--- src/rtl/dcr_pkg.sv ---
// constants shared by both ends of the downconverter command link
// assumes a 40 MHz core clock on both ends
package dcr_pkg;
   // command and query addresses (first byte of every frame)
   localparam logic [7:0] CMD_SAVE    = 8'h16;
   localparam logic [7:0] CMD_PWR     = 8'h17;
   localparam logic [7:0] CMD_REF     = 8'h18;
   localparam logic [7:0] CMD_TRIM    = 8'h19;
   localparam logic [7:0] CMD_PLAN    = 8'h1a;
   localparam logic [7:0] CMD_LOOP    = 8'h1b;
   localparam logic [7:0] CMD_CAL     = 8'h1c;
   localparam logic [7:0] CMD_NVW     = 8'h1d;
   localparam logic [7:0] Q_OPER      = 8'h20;
   localparam logic [7:0] Q_THERM     = 8'h21;
   localparam logic [7:0] Q_COND      = 8'h22;
   localparam logic [7:0] Q_IDENT     = 8'h23;
   localparam logic [7:0] Q_CALRD     = 8'h24;
   localparam logic [7:0] Q_NVRD      = 8'h25;
   localparam logic [7:0] CMD_READOUT = 8'h26;
   localparam logic [7:0] ACK_BYTE    = 8'h00;
   // field positions inside frame data
   localparam int PWR_STBY_BIT = 0;
   localparam int REF_BITS     = 4;
   localparam int TRIM_W       = 16;
   localparam int GAIN_W       = 2;
   localparam int PLAN_SEL_LSB = 48;
   localparam int PLAN_W       = 48;
   localparam int NVW_ADDR_LSB = 8;
   localparam int SEL_W        = 4;
   localparam logic [2:0] PLAN_SEL_MAX = 3'h6;
   localparam logic [1:0] GAIN_BAD     = 2'h3;
   // reset values
   localparam logic [3:0] REF_RST  = 4'h0;
   localparam logic [1:0] GAIN_RST = 2'h1;
   localparam logic [15:0] TRIM_RST = 16'h0000;
   // timing: periods in ns, counts in core cycles
   localparam int CORE_NS         = 25;
   localparam int LINK_HALF_NS    = 200;
   localparam int HALF_CLK_CYCLES = LINK_HALF_NS / CORE_NS;
   localparam int BUSY_CYCLES     = 16;
   // host register offsets on apb
   localparam logic [7:0] A_CTRL = 8'h00;
   localparam logic [7:0] A_DLO  = 8'h04;
   localparam logic [7:0] A_DHI  = 8'h08;
   localparam logic [7:0] A_STAT = 8'h0c;
   localparam logic [7:0] A_RHI  = 8'h10;
   localparam logic [7:0] A_RLO  = 8'h14;

   // frame length in bytes including the address byte, 0 when unknown
   function automatic logic [3:0] dcr_frame_len(input logic [7:0] a);
      case (a)
         CMD_SAVE, CMD_PWR, CMD_REF, CMD_LOOP, CMD_CAL,
         Q_OPER, Q_THERM, Q_COND, Q_IDENT: return 4'h2;
         CMD_TRIM, CMD_NVW, Q_CALRD, Q_NVRD: return 4'h4;
         CMD_PLAN, CMD_READOUT: return 4'h8;
         default: return 4'h0;
      endcase
   endfunction : dcr_frame_len
endpackage : dcr_pkg

--- src/rtl/dcr_link_if.sv ---
// serial link between the command host and the downconverter device
// the bench joins both modports; no clocking block here
`timescale 1ns/1ps
interface dcr_link_if;
   logic sclk;
   logic cs_n;
   logic mosi;
   logic miso;
   logic serial_ready_flag;
   modport dev (input sclk, input cs_n, input mosi, output miso, output serial_ready_flag);
   modport host (output sclk, output cs_n, output mosi, input miso, input serial_ready_flag);
endinterface : dcr_link_if

--- src/rtl/dcr_device_end.sv ---
// device end: serial frame receiver and command interpreter
// assumes the host clocks the link well below the core rate (half period >= 8 core cycles)
// Summary of operation
// - every configuration command answers one acknowledge byte
// - save command pulses a copy-to-nonvolatile request
// - power-down bit zero selects standby
// - reference bit zero selects external lock
// - bit one enables ref output, bit two rate
// - bit three enables backplane clock export
// - trim command drives sixteen-bit tuning word
// - plan command applies 48-bit value by code
// - loop command sets two-bit synth gain
// - calibration start acknowledges immediately
// - user nonvolatile write of byte at address
// - host writes query before reading response
// - responses are eight bytes, MSB first
// - host reads all eight response bytes
// - operating-value query uses four-bit selector
// - thermal query returns 32 bits, upper zero
// - status bits 7..0 report lock states
// - status bits 9..13 and 16 mirror configuration
// - identity query uses four-bit selector
// - nonvolatile reads take 16-bit start address
// - readout frame gives 64 clocks for response
// - address byte leads every frame
// - busy device drops ready and ignores bytes
//
// Register access over APB was decided locally.
`timescale 1ns/1ps
module dcr_device_end #(
   parameter int BUSY_CYC = dcr_pkg::BUSY_CYCLES
) (
   input  wire logic        core_clk_in,
   input  wire logic        reset_n_in,
   dcr_link_if.dev          link_if,
   input  wire logic [7:0]  lock_status_in,
   input  wire logic [31:0] temperature_in,
   input  wire logic        device_accessed_in,
   input  wire logic        second_stage_filter_choice_in,
   input  wire logic        input_amp_on_in,
   input  wire logic        automatic_amp_control_in,
   input  wire logic        auto_gain_on_in,
   input  wire logic [63:0] query_data_in,
   input  wire logic        query_valid_in,
   output logic             standby_out,
   output logic             external_ref_lock_out,
   output logic             ref_output_on_out,
   output logic             ref_output_rate_select_out,
   output logic             backplane_clock_export_out,
   output logic [15:0]      trim_word_out,
   output logic [1:0]       synth_gain_setting_out,
   output logic             save_startup_out,
   output logic             calibration_start_out,
   output logic             nvm_write_out,
   output logic [15:0]      nvm_addr_out,
   output logic [7:0]       nvm_data_out,
   output logic             plan_write_out,
   output logic [2:0]       plan_select_out,
   output logic [47:0]      plan_value_out,
   output logic             query_req_out,
   output logic [7:0]       query_code_out,
   output logic [15:0]      query_arg_out
);
   import dcr_pkg::*;

   typedef enum logic [2:0] {D_IDLE = 3'b001, D_WAIT = 3'b010, D_BUSY = 3'b100} dcr_dstate_e;

   dcr_dstate_e st_q;
   logic [2:0]  sclk_s;
   logic [2:0]  cs_s;
   logic [1:0]  mosi_s;
   logic        active_q;
   logic [2:0]  bit_q;
   logic [3:0]  byte_q;
   logic [7:0]  addr_q;
   logic [63:0] in_q;
   logic [63:0] out_q;
   logic [63:0] resp_q;
   logic [15:0] busy_q;
   logic        stby_q;
   logic [3:0]  ref_q;
   logic [15:0] trim_q;
   logic [1:0]  gain_q;

   // link pins come from another domain: two flops before any use
   always_ff @(posedge core_clk_in or negedge reset_n_in) begin
      if (!reset_n_in) begin
         sclk_s <= 3'h0;
         cs_s   <= 3'h7;
         mosi_s <= 2'h0;
      end else begin
         sclk_s <= {sclk_s[1:0], link_if.sclk};
         cs_s   <= {cs_s[1:0], link_if.cs_n};
         mosi_s <= {mosi_s[0], link_if.mosi};
      end
   end

   wire        sclk_rise = sclk_s[1] & ~sclk_s[2];
   wire        sclk_fall = ~sclk_s[1] & sclk_s[2];
   wire        cs_fall   = ~cs_s[1] & cs_s[2];
   wire        cs_rise   = cs_s[1] & ~cs_s[2];
   wire [55:0] dat       = in_q[55:0];
   wire        len_ok    = (byte_q == dcr_frame_len(addr_q)) && (bit_q == 3'h0);
   wire        go        = cs_rise & active_q & len_ok;
   wire        is_cfg    = (addr_q >= CMD_SAVE) && (addr_q <= CMD_NVW);
   wire        is_fwd    = (addr_q == Q_OPER) || (addr_q == Q_IDENT) || (addr_q == Q_CALRD) || (addr_q == Q_NVRD);
   wire        is_sel    = (addr_q == Q_OPER) || (addr_q == Q_IDENT);
   wire [19:0] cond_bits = {auto_gain_on_in, automatic_amp_control_in, input_amp_on_in, stby_q, 1'b0,
                            second_stage_filter_choice_in, gain_q, ref_q[2], ref_q[1], ref_q[0],
                            device_accessed_in, lock_status_in};

   // frame capture; a frame opened while busy is dropped whole
   always_ff @(posedge core_clk_in or negedge reset_n_in) begin
      if (!reset_n_in) begin
         active_q <= 1'b0;
         bit_q    <= 3'h0;
         byte_q   <= 4'h0;
         addr_q   <= 8'h00;
         in_q     <= 64'h0;
         out_q    <= 64'h0;
      end else if (cs_fall) begin
         active_q <= (st_q == D_IDLE);
         bit_q    <= 3'h0;
         byte_q   <= 4'h0;
         out_q    <= resp_q;
      end else if (cs_rise) begin
         active_q <= 1'b0;
      end else if (active_q && sclk_rise) begin
         in_q  <= {in_q[62:0], mosi_s[1]};
         bit_q <= bit_q + 3'h1;
         if (bit_q == 3'h7) begin
            if (byte_q == 4'h0) begin
               addr_q <= {in_q[6:0], mosi_s[1]};
            end
            if (byte_q != 4'hf) begin
               byte_q <= byte_q + 4'h1;
            end
         end
      end else if (active_q && sclk_fall) begin
         out_q <= {out_q[62:0], 1'b0};
      end
   end

   assign link_if.miso              = out_q[63];
   assign link_if.serial_ready_flag = (st_q == D_IDLE);

   // settings that persist
   always_ff @(posedge core_clk_in or negedge reset_n_in) begin
      if (!reset_n_in) begin
         stby_q <= 1'b0;
         ref_q  <= REF_RST;
         trim_q <= TRIM_RST;
         gain_q <= GAIN_RST;
      end else if (go) begin
         if (addr_q == CMD_PWR) stby_q <= dat[PWR_STBY_BIT];
         if (addr_q == CMD_REF) ref_q <= dat[REF_BITS-1:0];
         if (addr_q == CMD_TRIM) trim_q <= dat[TRIM_W-1:0];
         // code 3 has no defined gain, so it leaves the setting alone
         if (addr_q == CMD_LOOP && dat[GAIN_W-1:0] != GAIN_BAD) gain_q <= dat[GAIN_W-1:0];
      end
   end

   assign standby_out                = stby_q;
   assign external_ref_lock_out      = ref_q[0];
   assign ref_output_on_out          = ref_q[1];
   assign ref_output_rate_select_out = ref_q[2];
   assign backplane_clock_export_out = ref_q[3];
   assign trim_word_out              = trim_q;
   assign synth_gain_setting_out     = gain_q;

   // one-cycle requests to the user side with their data
   always_ff @(posedge core_clk_in or negedge reset_n_in) begin
      if (!reset_n_in) begin
         save_startup_out      <= 1'b0;
         calibration_start_out <= 1'b0;
         nvm_write_out         <= 1'b0;
         plan_write_out        <= 1'b0;
         query_req_out         <= 1'b0;
         nvm_addr_out          <= 16'h0;
         nvm_data_out          <= 8'h0;
         plan_select_out       <= 3'h0;
         plan_value_out        <= 48'h0;
         query_code_out        <= 8'h0;
         query_arg_out         <= 16'h0;
      end else begin
         save_startup_out      <= go && addr_q == CMD_SAVE;
         calibration_start_out <= go && addr_q == CMD_CAL;
         nvm_write_out         <= go && addr_q == CMD_NVW;
         plan_write_out        <= go && addr_q == CMD_PLAN && dat[PLAN_SEL_LSB+2:PLAN_SEL_LSB] <= PLAN_SEL_MAX;
         query_req_out         <= go && is_fwd;
         if (go && addr_q == CMD_NVW) begin
            nvm_addr_out <= dat[NVW_ADDR_LSB+15:NVW_ADDR_LSB];
            nvm_data_out <= dat[7:0];
         end
         if (go && addr_q == CMD_PLAN) begin
            plan_select_out <= dat[PLAN_SEL_LSB+2:PLAN_SEL_LSB];
            plan_value_out  <= dat[PLAN_W-1:0];
         end
         if (go && is_fwd) begin
            query_code_out <= addr_q;
            query_arg_out  <= is_sel ? {12'h0, dat[SEL_W-1:0]} : dat[15:0];
         end
      end
   end

   // response word and busy sequencing
   always_ff @(posedge core_clk_in or negedge reset_n_in) begin
      if (!reset_n_in) begin
         resp_q <= 64'h0;
         st_q   <= D_IDLE;
         busy_q <= 16'h0;
      end else begin
         if (go && is_cfg) resp_q <= {ACK_BYTE, 56'h0};
         else if (go && addr_q == Q_THERM) resp_q <= {32'h0, temperature_in};
         else if (go && addr_q == Q_COND) resp_q <= {44'h0, cond_bits};
         else if (st_q == D_WAIT && query_valid_in) resp_q <= query_data_in;
         case (st_q)
            D_IDLE: begin
               busy_q <= 16'h0;
               if (go) st_q <= is_fwd ? D_WAIT : D_BUSY;
            end
            D_WAIT: begin
               if (query_valid_in) st_q <= D_BUSY;
            end
            D_BUSY: begin
               busy_q <= busy_q + 16'h1;
               if (busy_q == 16'(BUSY_CYC - 1)) st_q <= D_IDLE;
            end
            default: st_q <= D_IDLE;
         endcase
      end
   end
endmodule : dcr_device_end

--- src/flat_wrapper.sv ---
// flat-port wrapper written by rule: the top's interface ports become plain ports
module dcr_device_end_flat import dcr_pkg::*;
#(
   parameter int BUSY_CYC = dcr_pkg::BUSY_CYCLES
)
  (core_clk_in, reset_n_in, lock_status_in, temperature_in, device_accessed_in, second_stage_filter_choice_in, input_amp_on_in, automatic_amp_control_in, auto_gain_on_in, query_data_in, query_valid_in, standby_out, external_ref_lock_out, ref_output_on_out, ref_output_rate_select_out, backplane_clock_export_out, trim_word_out, synth_gain_setting_out, save_startup_out, calibration_start_out, nvm_write_out, nvm_addr_out, nvm_data_out, plan_write_out, plan_select_out, plan_value_out, query_req_out, query_code_out, query_arg_out, link_if_sclk, link_if_cs_n, link_if_mosi, link_if_miso, link_if_serial_ready_flag);
  dcr_link_if link_if_i ();
  input  wire logic core_clk_in;
  input  wire logic reset_n_in;
  input  wire logic [7:0] lock_status_in;
  input  wire logic [31:0] temperature_in;
  input  wire logic device_accessed_in;
  input  wire logic second_stage_filter_choice_in;
  input  wire logic input_amp_on_in;
  input  wire logic automatic_amp_control_in;
  input  wire logic auto_gain_on_in;
  input  wire logic [63:0] query_data_in;
  input  wire logic query_valid_in;
  output logic standby_out;
  output logic external_ref_lock_out;
  output logic ref_output_on_out;
  output logic ref_output_rate_select_out;
  output logic backplane_clock_export_out;
  output logic [15:0] trim_word_out;
  output logic [1:0] synth_gain_setting_out;
  output logic save_startup_out;
  output logic calibration_start_out;
  output logic nvm_write_out;
  output logic [15:0] nvm_addr_out;
  output logic [7:0] nvm_data_out;
  output logic plan_write_out;
  output logic [2:0] plan_select_out;
  output logic [47:0] plan_value_out;
  output logic query_req_out;
  output logic [7:0] query_code_out;
  output logic [15:0] query_arg_out;
  input wire logic [$bits(link_if_i.sclk)-1:0] link_if_sclk;
  input wire logic [$bits(link_if_i.cs_n)-1:0] link_if_cs_n;
  input wire logic [$bits(link_if_i.mosi)-1:0] link_if_mosi;
  output wire logic [$bits(link_if_i.miso)-1:0] link_if_miso;
  output wire logic [$bits(link_if_i.serial_ready_flag)-1:0] link_if_serial_ready_flag;
  assign link_if_i.sclk = link_if_sclk;
  assign link_if_i.cs_n = link_if_cs_n;
  assign link_if_i.mosi = link_if_mosi;
  assign link_if_miso = link_if_i.miso;
  assign link_if_serial_ready_flag = link_if_i.serial_ready_flag;
  dcr_device_end #(.BUSY_CYC(BUSY_CYC)) u_core (.core_clk_in(core_clk_in), .reset_n_in(reset_n_in), .link_if(link_if_i), .lock_status_in(lock_status_in), .temperature_in(temperature_in), .device_accessed_in(device_accessed_in), .second_stage_filter_choice_in(second_stage_filter_choice_in), .input_amp_on_in(input_amp_on_in), .automatic_amp_control_in(automatic_amp_control_in), .auto_gain_on_in(auto_gain_on_in), .query_data_in(query_data_in), .query_valid_in(query_valid_in), .standby_out(standby_out), .external_ref_lock_out(external_ref_lock_out), .ref_output_on_out(ref_output_on_out), .ref_output_rate_select_out(ref_output_rate_select_out), .backplane_clock_export_out(backplane_clock_export_out), .trim_word_out(trim_word_out), .synth_gain_setting_out(synth_gain_setting_out), .save_startup_out(save_startup_out), .calibration_start_out(calibration_start_out), .nvm_write_out(nvm_write_out), .nvm_addr_out(nvm_addr_out), .nvm_data_out(nvm_data_out), .plan_write_out(plan_write_out), .plan_select_out(plan_select_out), .plan_value_out(plan_value_out), .query_req_out(query_req_out), .query_code_out(query_code_out), .query_arg_out(query_arg_out));
endmodule
--- config.mk ---
export PLATFORM = sky130hd
export DESIGN_NAME = dcr_device_end_flat
export DESIGN_NICKNAME = d
export VERILOG_FILES = /design/src/rtl/dcr_pkg.sv /design/src/rtl/dcr_link_if.sv /design/src/rtl/dcr_device_end.sv /design/src/flat_wrapper.sv
export SDC_FILE = /design/constraint.sdc
export NUM_CORES = 1
export LEC_CHECK = 0
export BUFFER_PORTS_ARGS = -buffer_cell sky130_fd_sc_hd__buf_2
export CORE_UTILIZATION = 45
export DETAILED_ROUTE_END_ITERATION = 8
export GPL_TIMING_DRIVEN = 0
export PLACE_DENSITY = 0.65
export SETUP_SLACK_MARGIN = 0.3
export SLEW_MARGIN = 20
export SYNTH_ARGS = -nofsm -noshare
export SYNTH_HDL_FRONTEND = slang
export SYNTH_SLANG_ARGS = --single-unit
--- constraint.sdc ---
create_clock -name core_clk_in -period 3.15 [get_ports core_clk_in]
set_input_delay 0.63 -clock core_clk_in [delete_from_list [all_inputs] [get_ports core_clk_in]]
set_output_delay 0.63 -clock core_clk_in [all_outputs]
set_load 0.05 [all_outputs]
=== Word-level counts from Yosys, hierarchy flattened ===
Memories as Yosys holds them, arrays and structs flattened.
Cells that the tools add are included.

* Register bits: 349
* Latch bits: 0
* Bits in writable memories: 0
* Memory bits (read-only): 192
* Output and inout port bits: 129
* Logic and storage cells: 137
* Memories: 1

{| class="wikitable"
|+ Memory list
! name !! depth !! width !! rd ports !! clocked after memory_dff !! write ports !! RTL line !! text
|-
| (name not given) || 64 || 3 || 1 || 0 || 0 || dcr_pkg.sv:51 || <nowiki>case (a)</nowiki>
|}

* $add $sub $neg: 3
* Multipliers: 0
* Div/mod/pow operators: 0
* $lt $le $gt $ge: 3
* Equality and inequality tests: 27
* Shift-type cells: 0
* Mux-type cells: 26
* Bitwise operators: 12
* Reduce and logical (&&, ||, !) cells: 38

{| class="wikitable"
|+ Operator list
! kind !! count
|-
| $mux W64 || 8
|-
| $eq A8 B5 Y1 const B || 8
|-
| $eq A8 B6 Y1 const B || 6
|-
| $pmux W16 S2 || 1
|-
| $mux W4 || 6
|-
| $mux W3 || 7
|-
| $add A16 B1 Y16 const B || 1
|-
| $eq A16 B4 Y1 const B || 1
|-
| $mux W16 || 1
|-
| $logic_and A1 B1 Y1 || 15
|-
| $reduce_bool A2 Y1 || 6
|-
| $reduce_and A2 Y1 || 5
|-
| $pmux W3 S3 || 1
|-
| $reduce_and A3 Y1 || 3
|-
| $ge A8 B5 Y1 const B || 1
|-
| $le A8 B5 Y1 const B || 1
|-
| $ne A2 B1 Y1 const B || 4
|-
| $and A1 B1 Y1 || 6
|-
| $eq A3 B3 Y1 const B || 2
|-
| $not A1 Y1 || 6
|-
| $reduce_and A5 Y1 || 1
|-
| $add A4 B1 Y4 const B || 1
|-
| $eq A4 B4 Y1 || 1
|-
| $logic_not A4 Y1 || 1
|-
| 12 further kinds || 16
|}

=== Depth between registers and ports, before layout ===
* Depth after elaboration: 9
* Depth in mapped cells: 10
* Gate-level depth less buffers: 8

=== Worst setup path after synthesis ===
Ideal clock, no wire load.

* Path kind: flip-flop to flip-flop
* Start point: register u_core.cs_s[1]
* End point: register u_core.plan_select_out[0]
* Data arrival time: 2.515 ns
* Required time: 3.025 ns
* Slack: 0.510 ns
* Cell stages (with the launch flop): 9
* Path buffers: 1
* Path through: dfstp_2 > ha_1 > nor4bb_1 > nand3b_1 > mux2i_2 > o221ai_4 > nor4_4 > buf_6 > mux2_4

* Longest elaborated chain between the ends: 4

{| class="wikitable"
|+ Ends and longest elaborated chain
! element !! RTL line !! text
|-
| start: declaration || dcr_device_end.sv:70 || <nowiki>logic [2:0] cs_s;</nowiki>
|-
| start signal: assignment || dcr_device_end.sv:93 || <nowiki>cs_s <= {cs_s[1:0], link_if.cs_n};</nowiki>
|-
| $and A1 B1 Y1 || dcr_device_end.sv:101 || <nowiki>wire cs_rise = cs_s[1] & ~cs_s[2];</nowiki>
|-
| $and A1 B1 Y1 (2 in a row) || dcr_device_end.sv:104 || <nowiki>wire go = cs_rise & active_q & len_ok;</nowiki>
|-
| $logic_and A1 B1 Y1 || dcr_device_end.sv:195 || <nowiki>if (go && addr_q == CMD_PLAN) begin</nowiki>
|-
| end signal: assignment || dcr_device_end.sv:196 || <nowiki>plan_select_out <= dat[PLAN_SEL_LSB+2:PLAN_SEL_LSB];</nowiki>
|-
| end: declaration || dcr_device_end.sv:58 || <nowiki>output logic [2:0] plan_select_out,</nowiki>
|}

Every way passes these cells.
A chain may end at the register's enable or synchronous reset.

=== Worst setup path in the final report ===
* Start point: register u_core.addr_q[2]
* End point: register u_core.query_arg_out[2]

* Longest elaborated chain between the ends: 6
* Elaborated cells between the ends (all ways): 13

{| class="wikitable"
|+ Ends and longest elaborated chain
! element !! RTL line !! text
|-
| start: declaration || dcr_device_end.sv:75 || <nowiki>logic [7:0] addr_q;</nowiki>
|-
| start signal: assignment || dcr_device_end.sv:133 || <nowiki>addr_q <= {in_q[6:0], mosi_s[1]};</nowiki>
|-
| $mem_v2 Z64 W3 || n/a ||
|-
| $mux W4 || dcr_pkg.sv:51 ||
|-
| $eq A4 B4 Y1 || dcr_device_end.sv:103 || <nowiki>wire len_ok = (byte_q == dcr_frame_len(addr_q)) && (bit_q == 3'h0);</nowiki>
|-
| $logic_and A1 B1 Y1 || dcr_device_end.sv:103 ||
|-
| $and A1 B1 Y1 || dcr_device_end.sv:104 ||
|-
| $logic_and A1 B1 Y1 (*) || dcr_device_end.sv:199 || <nowiki>if (go && is_fwd) begin</nowiki>
|-
| end signal: assignment || dcr_device_end.sv:201 || <nowiki>query_arg_out <= is_sel ? {12'h0, dat[SEL_W-1:0]} : dat[15:0];</nowiki>
|-
| end: declaration || dcr_device_end.sv:62 || <nowiki>output logic [15:0] query_arg_out</nowiki>
|}

Mark *: on every way between the ends. The rest lies on a longest branch, timed or not.

==> run_results.csv <==
group,metric,value,unit
outcome,status,"completed",
critical_path,max_stage_delay,0.44,ns
synth,synth_most_common_cell,"dfrtp_1",
synth,synth_area_leaders,"dfrtp_1 55%, mux2_2 5.5%, mux2i_1 4.9%",
floorplan,row_count,67,
place,dp_hpwl,26460,um
sta,fin_ws,0.3590,ns
sta,setup_viol,0,
global_routing,grt_max_degree,103,
cells_and_area,drive_gt1_frac,0.3375,
floorplan,io_pins,244,
sta,max_freq,358.3,MHz
synth,synthCells,1314,
sta,final.setup.tns,0,ns
floorplan,die_h,188.4,um
global_routing,globalRouteOverflowTotal,0,
synth,yosysUniqueCellTypes,69,
drt,routed_wl,38660,um
sta,worstMarginPinSlew,0.7709,ns
sta,hold_viol,0,
critical_path,setup.worst_path.class,"reg2reg",
floorplan,fp.dieW,188.4,um
synth,yosys.area.top_type_share,0.5507,
power_and_ir_drop,irDropWorstVdd,377.5,uV
synth,ys_ff_latch,349,
clock_tree,cts_tree,"yes",
drt,routedWlPerCell,18.26,um
synth,synth_flop_cell,"dfrtp_1",
sta,slew_viol_final,0,
drt,drt_pass1_iterations,4,
worst_hold_path,min_path_type,"in2async",
drt,via_count,11240,
drt,ant_nets,0,
global_routing,grt_pass1_wl,62730,um
clock_tree,insertion_delay,0.53,ns
drt,drt_iter0_drc,656,
synth,syn_nets,1443,
synth,synth_edf_count,0,
place,place.gp.congestion,0.8403,
place,dp_slack,-0.06185,ns
drt,detail_route.vias_per_cell,5.311,
floorplan,core,33870,um^2
clock_tree,postCtsHoldBufs,0,
global_routing,antenna_found_initial,2,
sta,finalCriticalPeriod,2.791,ns
sta,post-route-period-util,0.8860,
critical_path,critPathRequiredTime,3.56,ns
critical_path,worstPathCellList,"buf_6 -> inv_2 -> o2111a_2 -> o31a_4 -> buf_4 -> o221a_4 -> and2_1 -> clkbuf_4 -> buf_8 -> mux2_1",
clock_tree,clockRootBuffer,"clkbuf_16",
power_and_ir_drop,power.density,539.0,nW/um^2
sta,hold_ws,0.01660,ns
clock_tree,cts.clk_slew.worst_paths,0.06,ns
synth,syn_area_per_cell,11.90,um^2
synth,seq_area_frac_synth,0.5591,
cells_and_area,num-nets-final,1771,
floorplan,initial_core_util,0.4616,
global_routing,grt.total_usage,0.2205,
critical_path,startpoint_type,"flip-flop",
run,cap_viol_max_count,0,
synth,ys_warn_count,0,
sta,rsz0062_at_grt,"false",
clock_tree,htree_levels,2,
critical_path,cp.arrival,3.20,ns
sta,skew,0.01852,ns
power_and_ir_drop,power,10.54,mW
sta,maxSlewHeadroom,0.4861,
floorplan,dieArea,35490,um^2
place,portBuffers,243,
clock_tree,cts_buffer_depth,3,
place,dpl-instance-area,17530,um^2
synth,synth_top_area_cell,"dfrtp_1",
critical_path,end_kind,"flip-flop",
cells_and_area,fin_area,19550,um^2
cells_and_area,nFillCells,2882,
power_and_ir_drop,power.leakage,9.304,nW
critical_path,cp_max_fo,10,
clock_tree,numClockSinks,349,
clock_tree,cts_buffers,39,
critical_path,cp_slowest_cell,"dfrtp_1",
synth,syn-cell-area,15630,um^2
synth,synthArstFlopShare,1.000,
synth,synthTopCellsByCount,"344 x dfrtp_1, 120 x a21oi_1, 111 x nor2_1",
global_routing,grt_pass1_vias,11660,
cells_and_area,syn_to_final_growth,25.05,%
drt,drc,0,
metrics by stage:
step / std cells / utilization
2_1_floorplan: 1314 / -
3_3_place_gp: 2005 / 0.5140
3_5_place_dp: 2009 / 0.5176
4_1_cts: 2103 / 0.5708
5_1_grt: 2116 / 0.5771
6_report: 2117 / 0.5772
cells in the final DEF (no fill, tap or decap), types with 21 or more instances in the layout:
cell	instances
o211ai_1	39
clkbuf_16	39
o21ai_0	40
nor2_1	109
clkbuf_1	57
dfrtp_1	340
mux2_4	56
mux2i_1	77
a21oi_1	119
nand2_1	105
mux2_2	71
buf_2	248
o31ai_1	21
mux2_1	31
buf_4	31
inv_1	33
per-layer routing:
layer	share of wire	wire, um	GRT usage	vias to the layer above
met2	0.46	17940	0.3596	306
met3	0.082	3179	0.07022	63
met5	0.00034	13	0	-
li1	-	-	-	5336
met4	0.020	784	0.05242	2
met1	0.43	16750	0.2860	5537
layout make-up:
cell class                      instances  area (um^2)  area share
Multi-Input combinational cell        842         6489      0.3319
Buffer                                 87        488.0     0.02496
Sequential cell                       349         8745      0.4473
Antenna cell                            1        2.502   0.0001280
Clock inverter                          6        93.84    0.004800
Inverter                               36        135.1    0.006912
Clock buffer                           61         1199     0.06132
Timing Repair Buffer                  287         1837     0.09396
Tap cell                              448        560.5     0.02867
critical path, delay by kind of cell, from the launching register on:
family | cells | cell delay, ns
AO/OA/AOI/OAI | 3 | 0.97
flip-flops | 1 | 0.44
multiplexers | 1 | 0.32
buffers and inverters | 5 | 0.78
AND/OR/NAND/NOR | 1 | 0.14
logic make-up (layout without fill, tap and decap cells):
kind of cell             after synthesis  count (layout)  synth area share
adder cells (fa/ha/maj)               14              14           0.01121
AND/OR/NAND/NOR                      307             307           0.09453
other                                  0               1                 0
buffers and inverters                123             477           0.03482
multiplexers                         236             236            0.1760
flip-flops                           349             349            0.5591
AO/OA/AOI/OAI                        285             285            0.1244
report_power, final:
| part | internal [mW] | switching, mW | leakage, nW |
|---|---|---|---|
| sequential | 4.81 | 0.242 | 4.61 |
| clock | 2.77 | 1.79 | 0.632 |
| combinational | 0.407 | 0.525 | 4.07 |
sequential cells by signal, indices dropped and copies added, names as in the netlist, 16 cells and up:
register / cells
u_core.in_q: 51
u_core.trim_word_out: 16
u_core.busy_q: 16
u_core.query_arg_out: 16
u_core.resp_q: 64
u_core.nvm_addr_out: 16
u_core.plan_value_out: 48
u_core.out_q: 64
worst paths after layout:
kind	startpoint	to	slack, ns	cells past startpoint
setup / recovery	u_core.addr_q[2]$_DFFE_PN0P_	u_core.query_arg_out[2]$_DFFE_PN0P_	0.36	10
hold / removal	reset_n_in	u_core.resp_q[43]$_DFFE_PN0P_	0.02	1
setup reg to reg	u_core.addr_q[2]$_DFFE_PN0P_	u_core.query_arg_out[2]$_DFFE_PN0P_	0.36	10
hold reg to reg	u_core.mosi_s[0]$_DFF_PN0_	u_core.mosi_s[1]$_DFF_PN0_	0.35	0
max in group asynchronous	reset_n_in	u_core.in_q[29]$_DFFE_PN0P_	1.62	4
min in group core_clk_in	link_if_mosi	u_core.mosi_s[0]$_DFF_PN0_	0.20	1
repair_timing:
action,CTS,global route
pin swaps,7,9
gates resized for setup,38,42
endpoints found under the setup margin,189,176
setup buffers,21,13
cloned,6,0
(Power assumes the default switching activity.)
